### src/verilog/ispv_pkg.sv
// Constants for interrupt source arbitration and vectoring (priorities 18..37).
// Assumes one system clock domain; no software-visible registers here.
package ispv_pkg;
  // Number of maskable sources handled by this block
  localparam int NUM_SRC = 20;
  // Default priority of the first handled source
  localparam logic [5:0] PRIO_BASE = 6'h12;
  // Lowest possible default priority
  localparam logic [5:0] PRIO_LOWEST = 6'h25;
  // Vector address width
  localparam int VEC_W = 20;
  // Vector addresses of named sources
  localparam logic [19:0] VEC_TIMER0 = 20'h0002c;
  localparam logic [19:0] VEC_TIMER1 = 20'h0002e;
  localparam logic [19:0] VEC_RTC = 20'h00036;
  localparam logic [19:0] VEC_KEY = 20'h0003a;
  localparam logic [19:0] VEC_PWM_A = 20'h00056;
  localparam logic [19:0] VEC_PWM_B = 20'h00058;
  localparam logic [19:0] VEC_CAP_G = 20'h0005a;
  localparam logic [19:0] VEC_OVF_X = 20'h0005c;
  localparam logic [19:0] VEC_FLASH = 20'h00062;
  localparam logic [19:0] VEC_BREAK = 20'h0007e;
  localparam logic [19:0] VEC_RESET = 20'h00000;
  // Slot indexes (priority minus base)
  localparam int SLOT_TIMER0 = 0;
  localparam int SLOT_TIMER1 = 1;
  localparam int SLOT_RTC = 5;
  localparam int SLOT_KEY = 7;
  localparam int SLOT_PWM_A = 15;
  localparam int SLOT_PWM_B = 16;
  localparam int SLOT_CAP_G = 17;
  localparam int SLOT_OVF_X = 18;
  localparam int SLOT_FLASH = 19;
  // Key-return port lines; only the top five are wired out
  localparam int KEY_W = 8;
  localparam logic [7:0] KEY_CONNECTED_MASK = 8'hf8;
  // Illegal opcode and detector mode bit position
  localparam logic [7:0] OPC_ILLEGAL = 8'hff;
  localparam int DETECT_MODE_POS = 7;
  // Vector table per slot, slot 0 first
  localparam logic [19:0] VEC_TABLE [NUM_SRC] = '{
    20'h0002c, 20'h0002e, 20'h00030, 20'h00032, 20'h00034,
    20'h00036, 20'h00038, 20'h0003a, 20'h00040, 20'h0004a,
    20'h0004c, 20'h0004e, 20'h00050, 20'h00052, 20'h00052,
    20'h00056, 20'h00058, 20'h0005a, 20'h0005c, 20'h00062};
  // Vector kinds presented to the core
  typedef enum logic [1:0] {
    ISPV_NONE,
    ISPV_RESET,
    ISPV_BREAK,
    ISPV_MASKABLE
  } ispv_kind_e;
endpackage : ispv_pkg

### src/verilog/ispv_arbiter.sv
// Fixed-priority picker over the maskable request slots.
// Assumes requests are synchronous levels; lowest index wins.
module ispv_arbiter #(
  parameter int N = 20
) (
  input  wire logic [N-1:0] req,
  output logic              any,
  output logic [4:0]        idx
);
  import ispv_pkg::*;

  // Lowest set bit search, scanned from the top so the lowest index wins
  always_comb begin
    any = 1'b0;
    idx = 5'h00;
    for (int i = N - 1; i >= 0; i--) begin
      if (req[i]) begin
        any = 1'b1;
        idx = 5'(i);
      end
    end
  end
endmodule : ispv_arbiter

### src/verilog/ispv_top.sv
// Interrupt source arbitration and vectoring for priorities 18..37,
// software break and common reset vector.
// Assumes sources and core strobes are synchronous to sys_clk.
module ispv_top (
  input  wire logic                       sys_clk,
  input  wire logic                       rst_b,
  input  wire logic                       timer0_done_req,
  input  wire logic                       timer1_count_end,
  input  wire logic                       timer1_capture_end,
  input  wire logic [ispv_pkg::NUM_SRC-1:0] other_src_req,
  input  wire logic                       rtc_fixed_cycle,
  input  wire logic                       rtc_alarm_match,
  input  wire logic [ispv_pkg::KEY_W-1:0] key_port_in,
  input  wire logic [3:0]                 pwm_timer_a_evt,
  input  wire logic [3:0]                 pwm_timer_b_evt,
  input  wire logic [3:0]                 capture_timer_g_evt,
  input  wire logic                       overflow_timer_x_req,
  input  wire logic                       flash_library_req,
  input  wire logic [ispv_pkg::NUM_SRC-1:0] src_mask,
  input  wire logic                       software_break,
  input  wire logic                       opcode_valid,
  input  wire logic [7:0]                 opcode,
  input  wire logic                       debug_emulation,
  input  wire logic                       voltage_detect_source,
  input  wire logic [7:0]                 detect_level_reg,
  input  wire logic                       ext_reset_req,
  input  wire logic                       power_on_req,
  input  wire logic                       watchdog_req,
  input  wire logic                       illegal_access_req,
  input  wire logic                       ram_parity_req,
  input  wire logic                       vector_ack,
  output logic                            vector_valid,
  output ispv_pkg::ispv_kind_e            vector_kind,
  output logic [ispv_pkg::VEC_W-1:0]      vector_addr,
  output logic [5:0]                      vector_prio,
  output logic                            voltage_detect_irq,
  output logic                            reset_out
);
  import ispv_pkg::*;

  // Merged request lines for each slot
  logic [NUM_SRC-1:0] merged_req;
  // Requests left after masking
  logic [NUM_SRC-1:0] live_req;
  // Key-return contribution after pin filtering
  wire                key_return_req;
  // Merged timer and clock requests
  wire                timer1_done_req;
  wire                rtc_event_req;
  wire                pwm_timer_a_req;
  wire                pwm_timer_b_req;
  wire                capture_timer_g_req;
  // Detector mode selects reset or interrupt
  wire                detector_mode_bit;
  // Reset sources
  wire                trap_reset;
  wire                detect_reset;
  wire                any_reset;
  // Arbiter result
  logic               win_any;
  logic [4:0]         win_idx;
  // Output registers
  logic               valid_reg;
  logic               valid_next;
  ispv_kind_e         kind_reg;
  ispv_kind_e         kind_next;
  logic [VEC_W-1:0]   addr_reg;
  logic [VEC_W-1:0]   addr_next;
  logic [5:0]         prio_reg;
  logic [5:0]         prio_next;
  logic               reset_reg;

  // Slot vector lookup for the maskable grant
  function automatic logic [VEC_W-1:0] slot_vector(input logic [4:0] s);
    return VEC_TABLE[s];
  endfunction : slot_vector

  // Event merging
  assign timer1_done_req     = timer1_count_end | timer1_capture_end;
  assign rtc_event_req       = rtc_fixed_cycle | rtc_alarm_match;
  // Unconnected key pins are ignored even if they float high
  assign key_return_req      = |(key_port_in & KEY_CONNECTED_MASK);
  assign pwm_timer_a_req     = |pwm_timer_a_evt;
  assign pwm_timer_b_req     = |pwm_timer_b_evt;
  assign capture_timer_g_req = |capture_timer_g_evt;

  // Detector mode and reset sources
  assign detector_mode_bit  = detect_level_reg[DETECT_MODE_POS];
  assign detect_reset       = voltage_detect_source & detector_mode_bit;
  assign voltage_detect_irq = voltage_detect_source & ~detector_mode_bit;
  // Debugger suppresses the illegal-opcode trap so breakpoints stay usable
  assign trap_reset = opcode_valid & (opcode == OPC_ILLEGAL) & ~debug_emulation;
  assign any_reset  = ext_reset_req | power_on_req | detect_reset | watchdog_req
                    | trap_reset | illegal_access_req | ram_parity_req;

  // Slot assembly; named slots override generic inputs
  always_comb begin
    merged_req              = other_src_req;
    merged_req[SLOT_TIMER0] = timer0_done_req;
    merged_req[SLOT_TIMER1] = timer1_done_req;
    merged_req[SLOT_RTC]    = rtc_event_req;
    merged_req[SLOT_KEY]    = key_return_req;
    merged_req[SLOT_PWM_A]  = pwm_timer_a_req;
    merged_req[SLOT_PWM_B]  = pwm_timer_b_req;
    merged_req[SLOT_CAP_G]  = capture_timer_g_req;
    merged_req[SLOT_OVF_X]  = overflow_timer_x_req;
    merged_req[SLOT_FLASH]  = flash_library_req;
    live_req                = merged_req & ~src_mask;
  end

  // Fixed-priority pick
  ispv_arbiter #(
    .N (NUM_SRC)
  ) u_arb (
    .req (live_req),
    .any (win_any),
    .idx (win_idx)
  );

  // Next vector: reset beats break beats maskable; a held vector waits for ack
  always_comb begin
    valid_next = valid_reg;
    kind_next  = kind_reg;
    addr_next  = addr_reg;
    prio_next  = prio_reg;
    if (valid_reg && !vector_ack) begin
      // Hold until taken
      valid_next = 1'b1;
    end else if (any_reset) begin
      valid_next = 1'b1;
      kind_next  = ISPV_RESET;
      addr_next  = VEC_RESET;
      prio_next  = 6'h00;
    end else if (software_break) begin
      valid_next = 1'b1;
      kind_next  = ISPV_BREAK;
      addr_next  = VEC_BREAK;
      prio_next  = 6'h00;
    end else if (win_any) begin
      valid_next = 1'b1;
      kind_next  = ISPV_MASKABLE;
      addr_next  = slot_vector(win_idx);
      prio_next  = PRIO_BASE + {1'b0, win_idx};
    end else begin
      valid_next = 1'b0;
      kind_next  = ISPV_NONE;
      addr_next  = VEC_RESET;
      prio_next  = 6'h00;
    end
  end

  // Reset preempts a held vector too: it must never wait on the core
  always_ff @(posedge sys_clk or negedge rst_b) begin
    if (!rst_b) begin
      valid_reg <= 1'b0;
      kind_reg  <= ISPV_NONE;
      addr_reg  <= VEC_RESET;
      prio_reg  <= 6'h00;
      reset_reg <= 1'b0;
    end else begin
      valid_reg <= valid_next | any_reset;
      kind_reg  <= any_reset ? ISPV_RESET : kind_next;
      addr_reg  <= any_reset ? VEC_RESET : addr_next;
      prio_reg  <= any_reset ? 6'h00 : prio_next;
      reset_reg <= any_reset;
    end
  end

  assign vector_valid = valid_reg;
  assign vector_kind  = kind_reg;
  assign vector_addr  = addr_reg;
  assign vector_prio  = prio_reg;
  assign reset_out    = reset_reg;

  // Checks
  a_prio_lowest_wins: assert property (@(posedge sys_clk) disable iff (!rst_b)
    (!valid_reg || vector_ack) && !any_reset && !software_break && win_any
    |=> vector_prio == PRIO_BASE + {1'b0, $past(win_idx)}
        && ($past(live_req) & ((20'h00001 << $past(win_idx)) - 20'h00001)) == 20'h00000)
    else $error("Maskable grant not the smallest priority");
  a_timer0_vector: assert property (@(posedge sys_clk) disable iff (!rst_b)
    (!valid_reg || vector_ack) && !any_reset && !software_break && live_req[SLOT_TIMER0]
    |=> vector_addr == VEC_TIMER0 && vector_prio == 6'h12)
    else $error("Timer zero vector wrong");
  a_timer1_merge: assert property (@(posedge sys_clk) disable iff (!rst_b)
    (!valid_reg || vector_ack) && !any_reset && !software_break && !live_req[0]
    && timer1_capture_end && !src_mask[SLOT_TIMER1]
    |=> vector_addr == VEC_TIMER1 && vector_prio == 6'h13)
    else $error("Timer one capture not vectored");
  a_key_pins_only: assert property (@(posedge sys_clk) disable iff (!rst_b)
    (key_port_in & KEY_CONNECTED_MASK) == 8'h00 |-> !merged_req[SLOT_KEY])
    else $error("Unconnected key pin raised request");
  a_break_vector: assert property (@(posedge sys_clk) disable iff (!rst_b)
    (!valid_reg || vector_ack) && !any_reset && software_break
    |=> vector_valid && vector_kind == ISPV_BREAK && vector_addr == VEC_BREAK)
    else $error("Break vector wrong");
  a_trap_reset: assert property (@(posedge sys_clk) disable iff (!rst_b)
    opcode_valid && opcode == OPC_ILLEGAL && !debug_emulation |=> reset_out)
    else $error("Illegal opcode did not reset");
  a_trap_debug: assert property (@(posedge sys_clk) disable iff (!rst_b)
    opcode_valid && debug_emulation && !ext_reset_req && !power_on_req && !watchdog_req
    && !illegal_access_req && !ram_parity_req && !detect_reset |=> !reset_out)
    else $error("Reset raised under debugger");
  a_detect_mode: assert property (@(posedge sys_clk) disable iff (!rst_b)
    voltage_detect_source && detect_level_reg[7]
    |=> reset_out && vector_addr == VEC_RESET && !$past(voltage_detect_irq))
    else $error("Voltage detect reset mode wrong");
  a_detect_irq: assert property (@(posedge sys_clk) disable iff (!rst_b)
    voltage_detect_source && !detect_level_reg[7] |-> voltage_detect_irq && !detect_reset)
    else $error("Voltage detect interrupt mode wrong");
  a_reset_common: assert property (@(posedge sys_clk) disable iff (!rst_b)
    watchdog_req || ram_parity_req || illegal_access_req
    |=> reset_out && vector_kind == ISPV_RESET && vector_addr == VEC_RESET)
    else $error("Reset source not on common vector");
endmodule : ispv_top

### config.mk
export PLATFORM = sky130hd
export DESIGN_NAME = ispv_top
export DESIGN_NICKNAME = d
export VERILOG_FILES = /design/src/verilog/ispv_pkg.sv /design/src/verilog/ispv_arbiter.sv /design/src/verilog/ispv_top.sv
export SDC_FILE = /design/constraint.sdc
export NUM_CORES = 1
export LEC_CHECK = 0
export BUFFER_PORTS_ARGS = -buffer_cell sky130_fd_sc_hd__buf_4
export CAP_MARGIN = 20
export CORE_ASPECT_RATIO = 1.2
export CORE_MARGIN = 5
export CORE_UTILIZATION = 30
export CTS_CLUSTER_SIZE = 12
export DETAILED_ROUTE_END_ITERATION = 8
export GPL_TIMING_DRIVEN = 0
export PLACE_DENSITY_LB_ADDON = 0.25
export SYNTH_ARGS = -nofsm -noshare
export SYNTH_HDL_FRONTEND = slang
export SYNTH_SLANG_ARGS = --single-unit
### constraint.sdc
create_clock -name sys_clk -period 1.4 [get_ports sys_clk]
set_input_delay 0.28 -clock sys_clk [delete_from_list [all_inputs] [get_ports sys_clk]]
set_output_delay 0.28 -clock sys_clk [all_outputs]
set_load 0.02 [all_outputs]
[Word level (Yosys, flattened, before mapping)]
Memories as Yosys holds them, arrays and structs flattened.
Index checks and enable logic that the tools add are counted.
Storage, ports and cells
  register bits after elaboration: 30
  memory bits (read-only): 640
  input port bits: 95
  output and inout port bits: 31
  logic and storage cells: 92
  memories kept: 1
Memory list
  (no name shown): depth 32, bits a word 20, read ports 1, clocked after memory_dff 0, wr ports 0, line ispv_top.sv:75  | return VEC_TABLE[s];
Cells by class
  add/sub/neg operators: 1
  order comparisons: 1
  equality and inequality tests: 2
  multiplexer cells: 58
  bitwise logic cells: 18
  reductions and logical operators: 6
Operators with widths (count)
  two-way mux 20 bit: 6
  two-way mux 5 bit: 20
  two-way mux 1 bit: 24
  two-way mux 6 bit: 4
  bitwise AND 20 bit: 1
  inverter 20 bit: 1
  OR reduction 4 bit: 3
  OR 1 bit: 9
  == test 8 bit, second input constant: 1
  two-way mux 2 bit: 4
  adder 5 x 5 -> 6 bit, first input constant: 1
  >= comparator 6 bit, second input constant: 1
  inverter 5 -> 6 bit: 1
  OR reduction 5 bit: 1
  bitwise AND 1 bit: 4
  != test 2 bit, second input constant: 1
  inverter 1 bit: 2
  logical AND 1 bit: 1
  zero test 1 bit: 1

[Depth between registers and ports, before layout]
Gate-level depths: netlist (run 1).
  word-level depth: 30
  depth in mapped cells: 10
  mapped depth without buffers: 10

[By module]
From an unflattened synthesis (run 1), not the netlist that was laid out.
Second synthesis, totals
  cell total of the unflattened synthesis: 171
  area total of the unflattened synthesis: 1391.3 sq um
Modules (own cells, without submodules)
  ispv_top: times used 1, cells each 132, area each 1159.9 sq um, sequential area each 400.4 sq um
  ispv_arbiter: times used 1, cells each 39, area each 231.5 sq um, sequential area each 0.0 sq um

[Worst setup path after synthesis (run 1)]
Ideal clock, no wire load.
  path type: input port to flip-flop
  from: input port pwm_timer_a_evt[1]
  to: register addr_reg[4] (netlist: vector_addr[4])
  setup time: 0.118 ns
  arrival time: 1.795 ns
  required time: 1.282 ns
  path slack: -0.513 ns
  stages on the path: 10
  buffers on the path: 0
  path through: nor4_4 > o21a_1 > o221ai_2 > nand3_2 > a21oi_4 > inv_1 > ha_1 > nor2_1 > or3_1 > a21o_1
On the way
  cells in the longest elaborated chain, start to end: 26
  elaborated cells between the ends (all ways): 42
  classes of those cells: mux: 38; bitwise: 2; reduce/logical: 1; memory: 1
Ends and longest elaborated chain
  start, declared: line ispv_top.sv:14  | input wire logic [3:0] pwm_timer_a_evt,
  OR reduction 4 bit *: line ispv_top.sv:83  | assign pwm_timer_a_req = |pwm_timer_a_evt;
  bitwise AND 20 bit *: line ispv_top.sv:108  | live_req = merged_req & ~src_mask;
  two-way mux 5 bit (16 in a row): line ispv_arbiter.sv:17  | if (req[i]) begin
  inverter 5 -> 6 bit (not written as such): line ispv_top.sv:75
  memory (32 x 20 bit)
  two-way mux 20 bit (not written as such) (2 in a row): line ispv_top.sv:75
  two-way mux 20 bit *: line ispv_top.sv:139  | end else if (win_any) begin
  two-way mux 20 bit *: line ispv_top.sv:134  | end else if (software_break) begin
  two-way mux 20 bit *: line ispv_top.sv:126  | if (valid_reg && !vector_ack) begin
  two-way mux 20 bit *: line ispv_top.sv:163  | addr_reg <= any_reset ? VEC_RESET : addr_next;
  end signal, assigned: line ispv_top.sv:163
  end, declared: line ispv_top.sv:67  | logic [VEC_W-1:0] addr_reg;
Mark *: on every way between the ends. The rest lies on a longest branch, timed or not. The select of a mux whose other input is x is not followed.
A chain may end at the register's enable or synchronous reset.

[Worst setup path after layout (run 1)]
  from: input port other_src_req[2] (netlist name)
  to: register addr_reg[4] (netlist: vector_addr[4])
On the way
  cells in the longest elaborated chain, start to end: 12
  elaborated cells between the ends (all ways): 15
  classes of those cells: mux: 12; bitwise: 2; memory: 1
Ends and longest elaborated chain
  start, declared: line ispv_top.sv:10  | input wire logic [ispv_pkg::NUM_SRC-1:0] other_src_req,
  bitwise AND 20 bit *: line ispv_top.sv:108
  two-way mux 5 bit (3 in a row): line ispv_arbiter.sv:17
  inverter 5 -> 6 bit (not written as such): line ispv_top.sv:75
  memory (32 x 20 bit)
  two-way mux 20 bit (not written as such) (2 in a row): line ispv_top.sv:75
  two-way mux 20 bit *: line ispv_top.sv:139
  two-way mux 20 bit *: line ispv_top.sv:134
  two-way mux 20 bit *: line ispv_top.sv:126
  two-way mux 20 bit *: line ispv_top.sv:163
Marks and branches as above.

==> results of run 1 <==
## power by group
part / leakage [nW] / internal [mW] / switching, mW
Combinational: 1.07 / 0.324 / 0.276
Clock: 0.0216 / 0.190 / 0.140
Sequential: 0.208 / 0.465 / 0.00150
## state kept, by name, summed over array words and instances (netlist names)
signal and flops:
vector_addr 6, vector_valid 1, vector_kind 2, reset_out 1, vector_prio 6
## layout make-up
type	instances	area (µm²)
repair buffers	106	813
multi-input cells	142	1210
plain buffers	18	146
flip-flops and latches	16	400
inverters	6	22.5
fillers	481	2300
well taps	60	75.1
clock buffers	3	41.3
## Yosys cell counts, drive strengths merged (3+ instances only)
library cell and instances:
a21o 3, or2b 4, nor4 5, dfrtp 16, nor2b 11, buf 16, nor3 4, nand4 3
nand2 16, inv 6, nor2 10, o21ai 8, nand3 4, a21oi 5, a22o 8, nand2b 8
## critical path: stages
cell and delay, ns:
buf_4 0.10, or2b_4 0.23, nand4_4 0.15, or4_4 0.60
nor2_4 0.12, nor2_1 0.04, or3_1 0.33, a21o_1 0.17
## logic make-up after synthesis
family | share of synthesized area
AND/OR/NAND/NOR | 0.335
AO/OA/AOI/OAI | 0.291
buffers and inverters | 0.0947
flip-flops | 0.255
adder cells (fa/ha/maj) | 0.0159
XOR/XNOR | 0.00557
other | 0.00239
## metal layers
layer / global-route usage / wire length, µm / up-vias / share of wire
met5: 0 / 0 / - / 0
met2: 0.253 / 2590 / 58 / 0.56
met4: 0.0334 / 53 / 0 / 0.011
li1: - / - / 841 / -
met1: 0.128 / 1640 / 747 / 0.35
met3: 0.0413 / 350 / 6 / 0.075
## layout by cell type (no fill, tap or decap), drive strengths merged, types with 2 or more instances in the layout
cell	synthesis	final
dfrtp	16	16
a21oi	5	5
o21ai	8	8
nor4	5	5
nor2	10	10
nand2	16	16
nand2b	8	8
nand3	4	4
clkbuf	2	5
a31oi	2	2
a21o	3	3
a41oi	2	2
nand4	3	3
nor2b	11	11
a22o	8	8
inv	6	6
conb	1	14
ha	2	2
buf	16	121
a211oi	2	2
and3	2	2
or2b	4	4
nor3	4	4
or4	2	2
## repair_timing
item / 4_1_cts / 5_1_grt
buffers inserted: 7 / 6
hold endpoints to repair: 16 / 0
cloned: 1 / 0
setup endpoints to repair: 15 / 15
hold buffers: 1 / 0
gates resized for setup: 18 / 18
pin swaps: 8 / 14
## worst paths after layout
| path | startpoint | cells past startpoint | end |
|---|---|---|---|
| min reg2reg | vector_addr[5] | 2 | vector_addr[5] |
| max reg2reg | vector_valid | 5 | vector_addr[3] |
| max | other_src_req[2] | 8 | vector_addr[4] |
| min in group asynchronous | rst_b | 2 | vector_prio[2] |
| min | watchdog_req | 3 | reset_out |
| max in group asynchronous | rst_b | 2 | vector_addr[5] |
## metrics by stage
stage / setup TNS, ns / instances / power, mW / setup WS, ns
after floorplan: -5.50 / 182 / 0.758 / -0.492
after global placement: -9.50 / 333 / 0.978 / -0.882
after detailed placement: -9.89 / 333 / 0.981 / -0.889
after CTS: -5.37 / 345 / 1.35 / -0.495
after global routing: -6.93 / 351 / 1.47 / -0.542
final: -5.38 / 351 / 1.40 / -0.482
==> run_summary.xml, run 1 <==
<?xml version="1.0" encoding="UTF-8"?>
<metrics>
  <group name="floorplan">
    <metric name="floorplan.die.height" unit="µm">89.3</metric>
    <metric name="design.core.area" unit="µm²">5010</metric>
    <metric name="initial_utilization" unit="">0.314</metric>
    <metric name="design.die.area" unit="µm²">6790</metric>
    <metric name="ios" unit="">126</metric>
    <metric name="fp-row-count" unit="">28</metric>
    <metric name="floorplan.die.width" unit="µm">76.1</metric>
  </group>
  <group name="routing">
    <metric name="route.detailed.vias_per_inst" unit="">4.71</metric>
    <metric name="drt-total-wl" unit="µm">4640</metric>
    <metric name="route.antenna.remaining_nets" unit="">0</metric>
    <metric name="drt_first_iter_violations" unit="">57</metric>
    <metric name="drc_errors" unit="">0</metric>
    <metric name="dr_total_vias" unit="">1652</metric>
    <metric name="dr.pass1.iters" unit="">4</metric>
    <metric name="routed_len_inst" unit="µm">13.2</metric>
  </group>
  <group name="hold_path">
    <metric name="hold_path.class" unit="">input pin to flip-flop</metric>
  </group>
  <group name="sta">
    <metric name="worst_clock_skew_on_the_final_layout" unit="ns">0.00186</metric>
    <metric name="setup_violations" unit="">15</metric>
    <metric name="maxSlewViolCount" unit="">0</metric>
    <metric name="fmax" unit="GHz">0.531</metric>
    <metric name="min_period_over_period" unit="">1.34</metric>
    <metric name="hold_viol" unit="">0</metric>
    <metric name="grt_setup_unrepaired" unit="">yes</metric>
    <metric name="timing.hold.ws" unit="ns">0.251</metric>
    <metric name="timing.final.crit_period" unit="ns">1.88</metric>
    <metric name="timing.final.ws_setup" unit="ns">-0.482</metric>
  </group>
  <group name="grt">
    <metric name="overflow" unit="">0</metric>
    <metric name="grt_max_degree" unit="">17</metric>
    <metric name="grt_pass1_wl" unit="µm">7270</metric>
    <metric name="grt_antenna_before_repair" unit="">0</metric>
    <metric name="gr-usage-all-layers" unit="">0.127</metric>
    <metric name="grt_pass1_vias" unit="">1664</metric>
  </group>
  <group name="logic_synthesis">
    <metric name="number_of_storage_elements_in_the_synthesis_netlist" unit="">16</metric>
    <metric name="synthDominantAreaCellType" unit="">dfrtp_1</metric>
    <metric name="cell_area_synth" unit="µm²">1570</metric>
    <metric name="ys.flop_type" unit="">dfrtp_1</metric>
    <metric name="yosys_warnings" unit="">0</metric>
    <metric name="synth-edff-count" unit="">0</metric>
    <metric name="synthTopCellsByArea" unit="">dfrtp_1 (25%), buf_4 (7.2%), a22o_1 (4.5%)</metric>
    <metric name="portion_of_the_post_synthesis_area_used_by_sequential_elements" unit="">0.255</metric>
    <metric name="synth_cell_types" unit="">64</metric>
    <metric name="number_of_cells_produced_by_synthesis" unit="">169</metric>
    <metric name="post_synth.cell_area_avg" unit="µm²">9.30</metric>
    <metric name="synth_largest_type_area_fraction" unit="">0.255</metric>
    <metric name="synth_async_sr_flop_share" unit="">1.00</metric>
  </group>
  <group name="critical_path">
    <metric name="worstSetupStartpointType" unit="">input pin</metric>
    <metric name="critical_path_capture_point_type" unit="">flip-flop</metric>
    <metric name="crit_type" unit="">input pin to flip-flop</metric>
    <metric name="worst-endpoint-required" unit="ns">1.54</metric>
    <metric name="reg2reg_setup_slack" unit="ns">-0.14</metric>
    <metric name="critPathMaxFanout" unit="">5</metric>
    <metric name="crit_path_dat" unit="ns">2.02</metric>
  </group>
  <group name="job">
    <metric name="max_cap_viol_count" unit="">0</metric>
  </group>
  <group name="status">
    <metric name="outcome" unit="">complete, but fails checks</metric>
    <metric name="failed_checks" unit="">setup timing</metric>
  </group>
  <group name="placed_design">
    <metric name="placed_cell_area" unit="µm²">2390</metric>
    <metric name="place.port_buffers" unit="">91</metric>
    <metric name="gpl.final_weighted_congestion" unit="">0.848</metric>
    <metric name="dp_hpwl" unit="µm">3830</metric>
  </group>
  <group name="clock_tree">
    <metric name="cts_tree" unit="">yes</metric>
    <metric name="clk_latency_worst_skew_pair" unit="ns">0.24</metric>
    <metric name="htreeDepth" unit="">1</metric>
    <metric name="numCtsBuffers" unit="">3</metric>
    <metric name="cts-root-to-sink-buffers" unit="">2</metric>
    <metric name="clk_transition_reported_paths" unit="ns">0.06</metric>
    <metric name="cts.root.buffer_cell" unit="">clkbuf_8</metric>
    <metric name="numClockSinks" unit="">16</metric>
  </group>
  <group name="finish">
    <metric name="area_delta_synth_final" unit="%">72.7</metric>
    <metric name="final_design_area_no_fill" unit="µm²">2710</metric>
    <metric name="drive_gt1_frac" unit="">0.608</metric>
    <metric name="num_antenna_cells" unit="">0</metric>
    <metric name="fin_nets" unit="">390</metric>
    <metric name="final_cell_utilization_of_the_core" unit="">0.542</metric>
  </group>
  <group name="pwr">
    <metric name="power_density" unit="nW/µm²">515</metric>
    <metric name="vdd_drop_max" unit="µV">241</metric>
    <metric name="static-leakage-power" unit="nW">1.30</metric>
  </group>
</metrics>
Note: power is estimated with default switching activity, not from simulation.
==> inputs of run 2 (changes only) <==
- CORE_MARGIN: 5 -> 1.5
- SYNTH_HIERARCHICAL: not set -> 1
- clock period: 1.4 -> 2.3 ns (I/O delays scaled with it)
==> run 2 against run 1 <==
The run still ends with setup timing left. Non-clock buffer count shrank 10. Synthesized cell count grew 1.2%. Count of clock-buffer cells in the layout is the same. Worst setup slack gained 0.47 ns.
==> run_summary.xml, run 2 <==
<?xml version="1.0" encoding="UTF-8"?>
<metrics>
  <group name="sta">
    <metric name="timing.slew.headroom" unit="">0.672</metric>
    <metric name="min_period_over_period" unit="">1.01</metric>
    <metric name="timing.final.ws_setup" unit="ns">-0.0131</metric>
    <metric name="maxSlewViolCount" unit="">0</metric>
    <metric name="setup_violations" unit="">3</metric>
    <metric name="grt_setup_unrepaired" unit="">yes</metric>
    <metric name="worst_clock_skew_on_the_final_layout" unit="ns">0.00208</metric>
    <metric name="setup_total_negative_slack" unit="ns">-0.0287</metric>
    <metric name="hold_viol" unit="">0</metric>
    <metric name="timing.final.crit_period" unit="ns">2.31</metric>
    <metric name="worst_slew_pin_slew" unit="ns">0.487</metric>
    <metric name="fmax" unit="GHz">0.432</metric>
    <metric name="timing.hold.ws" unit="ns">0.0510</metric>
  </group>
  <group name="placed_design">
    <metric name="dp_hpwl" unit="µm">3080</metric>
    <metric name="gpl.final_weighted_congestion" unit="">0.803</metric>
    <metric name="placed_cells_incl_taps" unit="">332</metric>
    <metric name="place.port_buffers" unit="">92</metric>
  </group>
  <group name="logic_synthesis">
    <metric name="synth_async_sr_flop_share" unit="">1.00</metric>
    <metric name="synthDominantAreaCellType" unit="">dfrtp_1</metric>
    <metric name="synth_largest_type_area_fraction" unit="">0.288</metric>
    <metric name="number_of_cells_produced_by_synthesis" unit="">171</metric>
    <metric name="synth-edff-count" unit="">0</metric>
    <metric name="portion_of_the_post_synthesis_area_used_by_sequential_elements" unit="">0.288</metric>
    <metric name="yosys_warnings" unit="">6</metric>
    <metric name="synthMostInstantiatedCell" unit="">nor2_1</metric>
    <metric name="synthTopCellsByCount" unit="">nor2_1 (21), nor2b_1 (17), dfrtp_1 (16), buf_4 (14), nor4_1 (9)</metric>
    <metric name="ys.flop_type" unit="">dfrtp_1</metric>
    <metric name="synth_cell_types" unit="">45</metric>
    <metric name="synthTopCellsByArea" unit="">dfrtp_1 (29%), nor2b_1 (7.6%), buf_4 (7.6%)</metric>
    <metric name="cell_area_synth" unit="µm²">1390</metric>
    <metric name="number_of_storage_elements_in_the_synthesis_netlist" unit="">16</metric>
    <metric name="post_synth.cell_area_avg" unit="µm²">8.14</metric>
  </group>
  <group name="critical_path">
    <metric name="critPathMaxFanout" unit="">6</metric>
    <metric name="crit_chain" unit="">buf_6, nor4_4, nor2_2, o311ai_2, o311ai_2, a2111oi_4, buf_4, nand3_1, and3_1, o21ai_1, a31oi_2</metric>
    <metric name="critical_path_capture_point_type" unit="">flip-flop</metric>
    <metric name="worst-endpoint-required" unit="ns">2.44</metric>
    <metric name="cpMaxStageDelayCell" unit="">a2111oi_4</metric>
    <metric name="crit_path_dat" unit="ns">2.45</metric>
    <metric name="crit_type" unit="">input pin to flip-flop</metric>
    <metric name="worst_path_most_repeated_cell" unit="">o311ai_2</metric>
    <metric name="worstRegToRegCells" unit="">5</metric>
    <metric name="worstSetupStartpointType" unit="">input pin</metric>
    <metric name="r2r_start" unit="">vector_valid</metric>
    <metric name="reg2reg_setup_slack" unit="ns">0.98</metric>
    <metric name="worst_path_largest_cell_delay" unit="ns">0.39</metric>
    <metric name="worst_r2r_endpoint" unit="">vector_prio[5]</metric>
  </group>
  <group name="grt">
    <metric name="grt_pass1_wl" unit="µm">6130</metric>
    <metric name="grt_pass1_vias" unit="">1501</metric>
    <metric name="grt_max_degree" unit="">17</metric>
    <metric name="overflow" unit="">0</metric>
    <metric name="grt_antenna_before_repair" unit="">0</metric>
    <metric name="gr-usage-all-layers" unit="">0.149</metric>
  </group>
  <group name="routing">
    <metric name="drc_errors" unit="">0</metric>
    <metric name="drt-total-wl" unit="µm">3640</metric>
    <metric name="dr.pass1.iters" unit="">4</metric>
    <metric name="route.detailed.vias_per_inst" unit="">4.54</metric>
    <metric name="route.antenna.remaining_nets" unit="">0</metric>
    <metric name="routed_len_inst" unit="µm">10.8</metric>
    <metric name="dr_total_vias" unit="">1531</metric>
    <metric name="drt_first_iter_violations" unit="">53</metric>
  </group>
  <group name="finish">
    <metric name="layout.cells.most_common_list" unit="">buf_4 (106), nor2_1 (18), nor2b_1 (17)</metric>
    <metric name="fin_nets" unit="">380</metric>
    <metric name="final_cell_utilization_of_the_core" unit="">0.543</metric>
    <metric name="area_delta_synth_final" unit="%">70.1</metric>
    <metric name="fillerInstances" unit="">439</metric>
    <metric name="num_antenna_cells" unit="">0</metric>
    <metric name="layout.cells.non_filler" unit="">337</metric>
    <metric name="layout.cells.most_common" unit="">buf_4</metric>
    <metric name="drive_gt1_frac" unit="">0.516</metric>
  </group>
  <group name="clock_tree">
    <metric name="cts-root-to-sink-buffers" unit="">2</metric>
    <metric name="clk_latency_worst_skew_pair" unit="ns">0.25</metric>
    <metric name="numClockSinks" unit="">16</metric>
    <metric name="cts_tree" unit="">yes</metric>
    <metric name="numCtsBuffers" unit="">3</metric>
    <metric name="cts.root.buffer_cell" unit="">clkbuf_8</metric>
    <metric name="clk_transition_reported_paths" unit="ns">0.06</metric>
    <metric name="htreeDepth" unit="">1</metric>
    <metric name="cts.hold.buffers_added" unit="">0</metric>
  </group>
  <group name="floorplan">
    <metric name="floorplan.die.width" unit="µm">65.2</metric>
    <metric name="design.die.area" unit="µm²">5060</metric>
    <metric name="fp-row-count" unit="">26</metric>
    <metric name="ios" unit="">126</metric>
    <metric name="initial_utilization" unit="">0.319</metric>
    <metric name="floorplan.die.height" unit="µm">77.6</metric>
    <metric name="design.core.area" unit="µm²">4360</metric>
  </group>
  <group name="pwr">
    <metric name="power_density" unit="nW/µm²">342</metric>
    <metric name="static-leakage-power" unit="nW">1.10</metric>
    <metric name="vdd_drop_max" unit="µV">165</metric>
  </group>
  <group name="status">
    <metric name="outcome" unit="">complete, but fails checks</metric>
    <metric name="failed_checks" unit="">setup timing</metric>
  </group>
  <group name="job">
    <metric name="max_cap_viol_count" unit="">0</metric>
  </group>
  <group name="hold_path">
    <metric name="hold_path.class" unit="">input pin to asynchronous set/reset pin</metric>
  </group>
</metrics>
## run 2: cells by family (layout without fill, tap and decap cells)
group / count (synthesis) / in the layout / synth area share
multiplexers: 1 / 1 / 0.00719
buffers and inverters: 27 / 124 / 0.126
flip-flops: 16 / 16 / 0.288
adder cells (fa/ha/maj): 2 / 2 / 0.0180
XOR/XNOR: 2 / 2 / 0.0126
other: 1 / 14 / 0.00270
AO/OA/AOI/OAI: 35 / 35 / 0.184
AND/OR/NAND/NOR: 87 / 87 / 0.362
## run 2: how the worst max path moves through the flow
| stage | from | to | slack (ns) | cells past startpoint |
|---|---|---|---|---|
| 3_5_place_dp | pwm_timer_b_evt[1] | vector_addr[3] | -0.62 | 11 |
| 4_1_cts | pwm_timer_b_evt[2] | vector_addr[1] | -0.05 | 11 |
| 2_1_floorplan | capture_timer_g_evt[1] | vector_addr[3] | -0.21 | 10 |
| 5_1_grt | pwm_timer_b_evt[2] | vector_addr[3] | -0.17 | 11 |
| 6_report | pwm_timer_b_evt[2] | vector_addr[4] | -0.01 | 11 |
| 3_3_place_gp | capture_timer_g_evt[1] | vector_addr[3] | -0.58 | 11 |
## run 2: worst max-delay path, delay by kind of cell
| kind | cells | cell delay (ns) |
|---|---|---|
| compound gates | 5 | 1.05 |
| buf+inv | 2 | 0.30 |
| simple gates | 4 | 0.63 |
## run 2: layout make-up
type / count / area [µm²] / area share
buffer: 20 / 149 / 0.0629
clock buffer: 3 / 41.3 / 0.0174
inverter: 7 / 26.3 / 0.0111
multi-input combinational: 141 / 967 / 0.409
sequential: 16 / 400 / 0.169
tap: 56 / 70.1 / 0.0296
timing repair buffer: 94 / 713 / 0.301
## run 2: report_power, final
group	switching [mW]	total (mW)	internal, mW
clock network	0.0957	0.212	0.116
registers	0.000830	0.284	0.283
logic	0.143	0.313	0.169
## run 2: metal layers
metal | GRT usage | part of all wire | up-vias
met5 | 0 | 0 | -
met3 | 0.0203 | 0.068 | 5
met4 | 0.0500 | 0.018 | 0
met2 | 0.281 | 0.52 | 66
met1 | 0.168 | 0.39 | 657
li1 | - | - | 803
## run 2: through the flow
| stage | instance area [µm²] | total power, mW | setup slack (ns) |
|---|---|---|---|
| global route | 2370 | 0.858 | -0.165 |
| finish | 2370 | 0.809 | -0.0131 |
| floorplan | 1480 | 0.446 | -0.212 |
| detailed placement | 2240 | 0.577 | -0.621 |
| global placement | 2240 | 0.573 | -0.583 |
| CTS | 2350 | 0.811 | -0.0541 |
## run 2: what timing repair did
action                                  CTS  global route
buffers inserted                          2             0
endpoints found under the setup margin    9            11
pin swaps                                15             0
gates cloned                              0             0
gates resized for setup                  13             3
==> inputs of run 3 (changes only) <==
==> constraint.sdc (replaced) <==
create_clock -name sys_clk -period 2.3 [get_ports sys_clk]
set_input_delay 0.23 -clock sys_clk [delete_from_list [all_inputs] [get_ports sys_clk]]
set_output_delay 0.23 -clock sys_clk [all_outputs]
set_load 0.02 [all_outputs]
==> run 3 against run 2 <==
The flow now finishes without violations. Hold slack improved by 0.27 ns. Cell count unchanged. Clock power decreased by 4%. Critical path depth unchanged. Maximum frequency increased by 4.4%. Cell area decreased by 1.5%. Count of clock-buffer cells in the layout unchanged.
==> run_summary.xml, run 3 (same netlist as run 2, synthesis figures left out) <==
<?xml version="1.0" encoding="UTF-8"?>
<metrics>
  <group name="status">
    <metric name="outcome" unit="">finished, final reports clean</metric>
  </group>
  <group name="floorplan">
    <metric name="design.die.area" unit="µm²">5060</metric>
    <metric name="floorplan.die.width" unit="µm">65.2</metric>
    <metric name="fp-row-count" unit="">26</metric>
    <metric name="floorplan.die.height" unit="µm">77.6</metric>
    <metric name="initial_utilization" unit="">0.319</metric>
    <metric name="ios" unit="">126</metric>
    <metric name="design.core.area" unit="µm²">4360</metric>
  </group>
  <group name="placed_design">
    <metric name="gpl.final_weighted_congestion" unit="">0.770</metric>
    <metric name="placed_cell_area" unit="µm²">2230</metric>
    <metric name="dpl_worst_slack" unit="ns">-0.378</metric>
    <metric name="placed_cells_incl_taps" unit="">332</metric>
    <metric name="place.port_buffers" unit="">92</metric>
    <metric name="dp_hpwl" unit="µm">3090</metric>
  </group>
  <group name="routing">
    <metric name="drc_errors" unit="">0</metric>
    <metric name="route.detailed.vias_per_inst" unit="">4.65</metric>
    <metric name="drt-total-wl" unit="µm">3690</metric>
    <metric name="dr_total_vias" unit="">1567</metric>
    <metric name="route.antenna.remaining_nets" unit="">0</metric>
    <metric name="routed_len_inst" unit="µm">10.9</metric>
    <metric name="drt_first_iter_violations" unit="">77</metric>
    <metric name="dr.pass1.iters" unit="">4</metric>
  </group>
  <group name="critical_path">
    <metric name="setup.worst_path.start" unit="">pwm_timer_b_evt[1]</metric>
    <metric name="worst_r2r_endpoint" unit="">vector_prio[0]</metric>
    <metric name="worst-endpoint-required" unit="ns">2.47</metric>
    <metric name="critical_path_depth" unit="">11</metric>
    <metric name="critPathMaxFanout" unit="">3</metric>
    <metric name="worstSetupStartpointType" unit="">input pin</metric>
    <metric name="critical_path_capture_point_type" unit="">flip-flop</metric>
    <metric name="crit_type" unit="">input pin to flip-flop</metric>
    <metric name="cp_top_family" unit="">compound AO/OA/AOI/OAI gates</metric>
    <metric name="crit_path_end" unit="">vector_addr[3]</metric>
    <metric name="r2r_start" unit="">vector_valid</metric>
    <metric name="crit_path_dat" unit="ns">2.38</metric>
    <metric name="worst_path_most_repeated_cell" unit="">o311ai_2</metric>
    <metric name="worstRegToRegCells" unit="">5</metric>
    <metric name="cpMaxStageDelayCell" unit="">a2111oi_4</metric>
    <metric name="critPathBufInv" unit="">2</metric>
    <metric name="crit_chain" unit="">buf_4, nor4_4, nor2_2, o311ai_2, o311ai_2, a2111oi_4, inv_1, ha_1, o22ai_2, o21ai_1, a31oi_1</metric>
    <metric name="reg2reg_setup_slack" unit="ns">0.86</metric>
    <metric name="worst_path_largest_cell_delay" unit="ns">0.42</metric>
  </group>
  <group name="sta">
    <metric name="worst_slew_pin_slew" unit="ns">0.629</metric>
    <metric name="timing.final.ws_setup" unit="ns">0.0844</metric>
    <metric name="timing.slew.headroom" unit="">0.577</metric>
    <metric name="setup_violations" unit="">0</metric>
    <metric name="worst_clock_skew_on_the_final_layout" unit="ns">0.00132</metric>
    <metric name="maxSlewViolCount" unit="">0</metric>
    <metric name="min_period_over_period" unit="">0.963</metric>
    <metric name="setup_total_negative_slack" unit="ns">0</metric>
    <metric name="grt_setup_unrepaired" unit="">yes</metric>
    <metric name="fmax" unit="GHz">0.451</metric>
    <metric name="timing.final.crit_period" unit="ns">2.22</metric>
    <metric name="hold_viol" unit="">0</metric>
  </group>
  <group name="pwr">
    <metric name="share_comb_of_total_power" unit="">0.382</metric>
    <metric name="static-leakage-power" unit="nW">1.10</metric>
    <metric name="power_frac_clock" unit="">0.257</metric>
    <metric name="power.sequential.fraction" unit="">0.361</metric>
    <metric name="power_density" unit="nW/µm²">338</metric>
    <metric name="power.internal" unit="mW">0.560</metric>
    <metric name="psw" unit="mW">0.227</metric>
    <metric name="netSwitchingFraction" unit="">0.289</metric>
    <metric name="vdd_drop_max" unit="µV">146</metric>
  </group>
  <group name="job">
    <metric name="max_cap_viol_count" unit="">0</metric>
  </group>
  <group name="finish">
    <metric name="area_delta_synth_final" unit="%">67.6</metric>
    <metric name="final_cell_utilization_of_the_core" unit="">0.535</metric>
    <metric name="layout.cells.most_common" unit="">buf_4</metric>
    <metric name="final_design_area_no_fill" unit="µm²">2330</metric>
    <metric name="fillerInstances" unit="">444</metric>
    <metric name="layout.cells.non_filler" unit="">337</metric>
    <metric name="drive_gt1_frac" unit="">0.495</metric>
    <metric name="layout.cells.most_common_list" unit="">buf_4 (107), nor2_1 (19), nor2b_1 (17)</metric>
    <metric name="num_antenna_cells" unit="">0</metric>
    <metric name="fin_nets" unit="">380</metric>
  </group>
  <group name="clock_tree">
    <metric name="htreeDepth" unit="">1</metric>
    <metric name="numCtsBuffers" unit="">3</metric>
    <metric name="numClockSinks" unit="">16</metric>
    <metric name="cts_tree" unit="">yes</metric>
    <metric name="clk_transition_reported_paths" unit="ns">0.06</metric>
    <metric name="clk_latency_worst_skew_pair" unit="ns">0.24</metric>
    <metric name="cts.root.buffer_cell" unit="">clkbuf_8</metric>
    <metric name="cts-root-to-sink-buffers" unit="">2</metric>
  </group>
  <group name="grt">
    <metric name="grt_pass1_wl" unit="µm">5890</metric>
    <metric name="grt_antenna_before_repair" unit="">0</metric>
    <metric name="gr-usage-all-layers" unit="">0.142</metric>
    <metric name="overflow" unit="">0</metric>
    <metric name="grt_max_degree" unit="">17</metric>
    <metric name="grt_pass1_vias" unit="">1491</metric>
  </group>
  <group name="hold_path">
    <metric name="hold_path.class" unit="">input pin to flip-flop</metric>
  </group>
</metrics>
-- run 3: worst min path at each step --
stage / start / end / slack [ns] / cells after the start
6_report: power_on_req / vector_addr[3] / 0.32 / 4
5_1_grt: power_on_req / vector_addr[3] / 0.32 / 4
4_1_cts: power_on_req / vector_addr[3] / 0.31 / 4
3_5_place_dp: rst_b / reset_out / 0.10 / 1
3_3_place_gp: rst_b / reset_out / 0.1 / 1
2_1_floorplan: rst_b / reset_out / -0.07 / 0
-- run 3: layer usage --
metal | track usage | part of all wire | vias up
met5 | 0 | 0 | -
met4 | 0.0438 | 0.0046 | 0
met3 | 0.00870 | 0.059 | 2
met2 | 0.281 | 0.55 | 62
met1 | 0.157 | 0.39 | 699
li1 | - | - | 804
-- run 3: cell type report --
cell class	instances	area, µm²	area share
Multi-Input combinational cell	141	937	0.402
Timing Repair Buffer	94	708	0.304
Sequential cell	16	400	0.172
Buffer	20	149	0.0638
Tap cell	56	70.1	0.0300
Clock buffer	3	41.3	0.0177
Inverter	7	26.3	0.0113
-- run 3: stage by stage --
step	hold WS, ns	power [mW]
floorplan	-0.0656	0.445
global placement	0.0996	0.570
detailed placement	0.102	0.573
CTS	0.312	0.781
global route	0.322	0.839
finish	0.316	0.787
-- run 3: worst min-delay path, cell delays in order --
cell and delay (ns):
buf_4 0.08, nor4_2 0.04, nand3_4 0.12, a31oi_1 0.05
-- run 3: power groups by stage --
stage,Combinational [mW],Sequential [mW],Clock [mW]
CTS,0.288,0.284,0.209
global placement,0.280,0.289,0
floorplan,0.153,0.291,0
finish,0.301,0.284,0.203
detailed placement,0.284,0.289,0
global route,0.331,0.284,0.224
-- run 3: repair_timing --
| action | 4_1_cts | 5_1_grt |
|---|---|---|
| pin swaps | 1 | 6 |
| setup buffers | 1 | 0 |
| endpoints found under the setup margin | 2 | 5 |
| gates resized for setup | 0 | 9 |
| hold buffers | 1 | 0 |
| endpoints found under the hold margin | 16 | 0 |
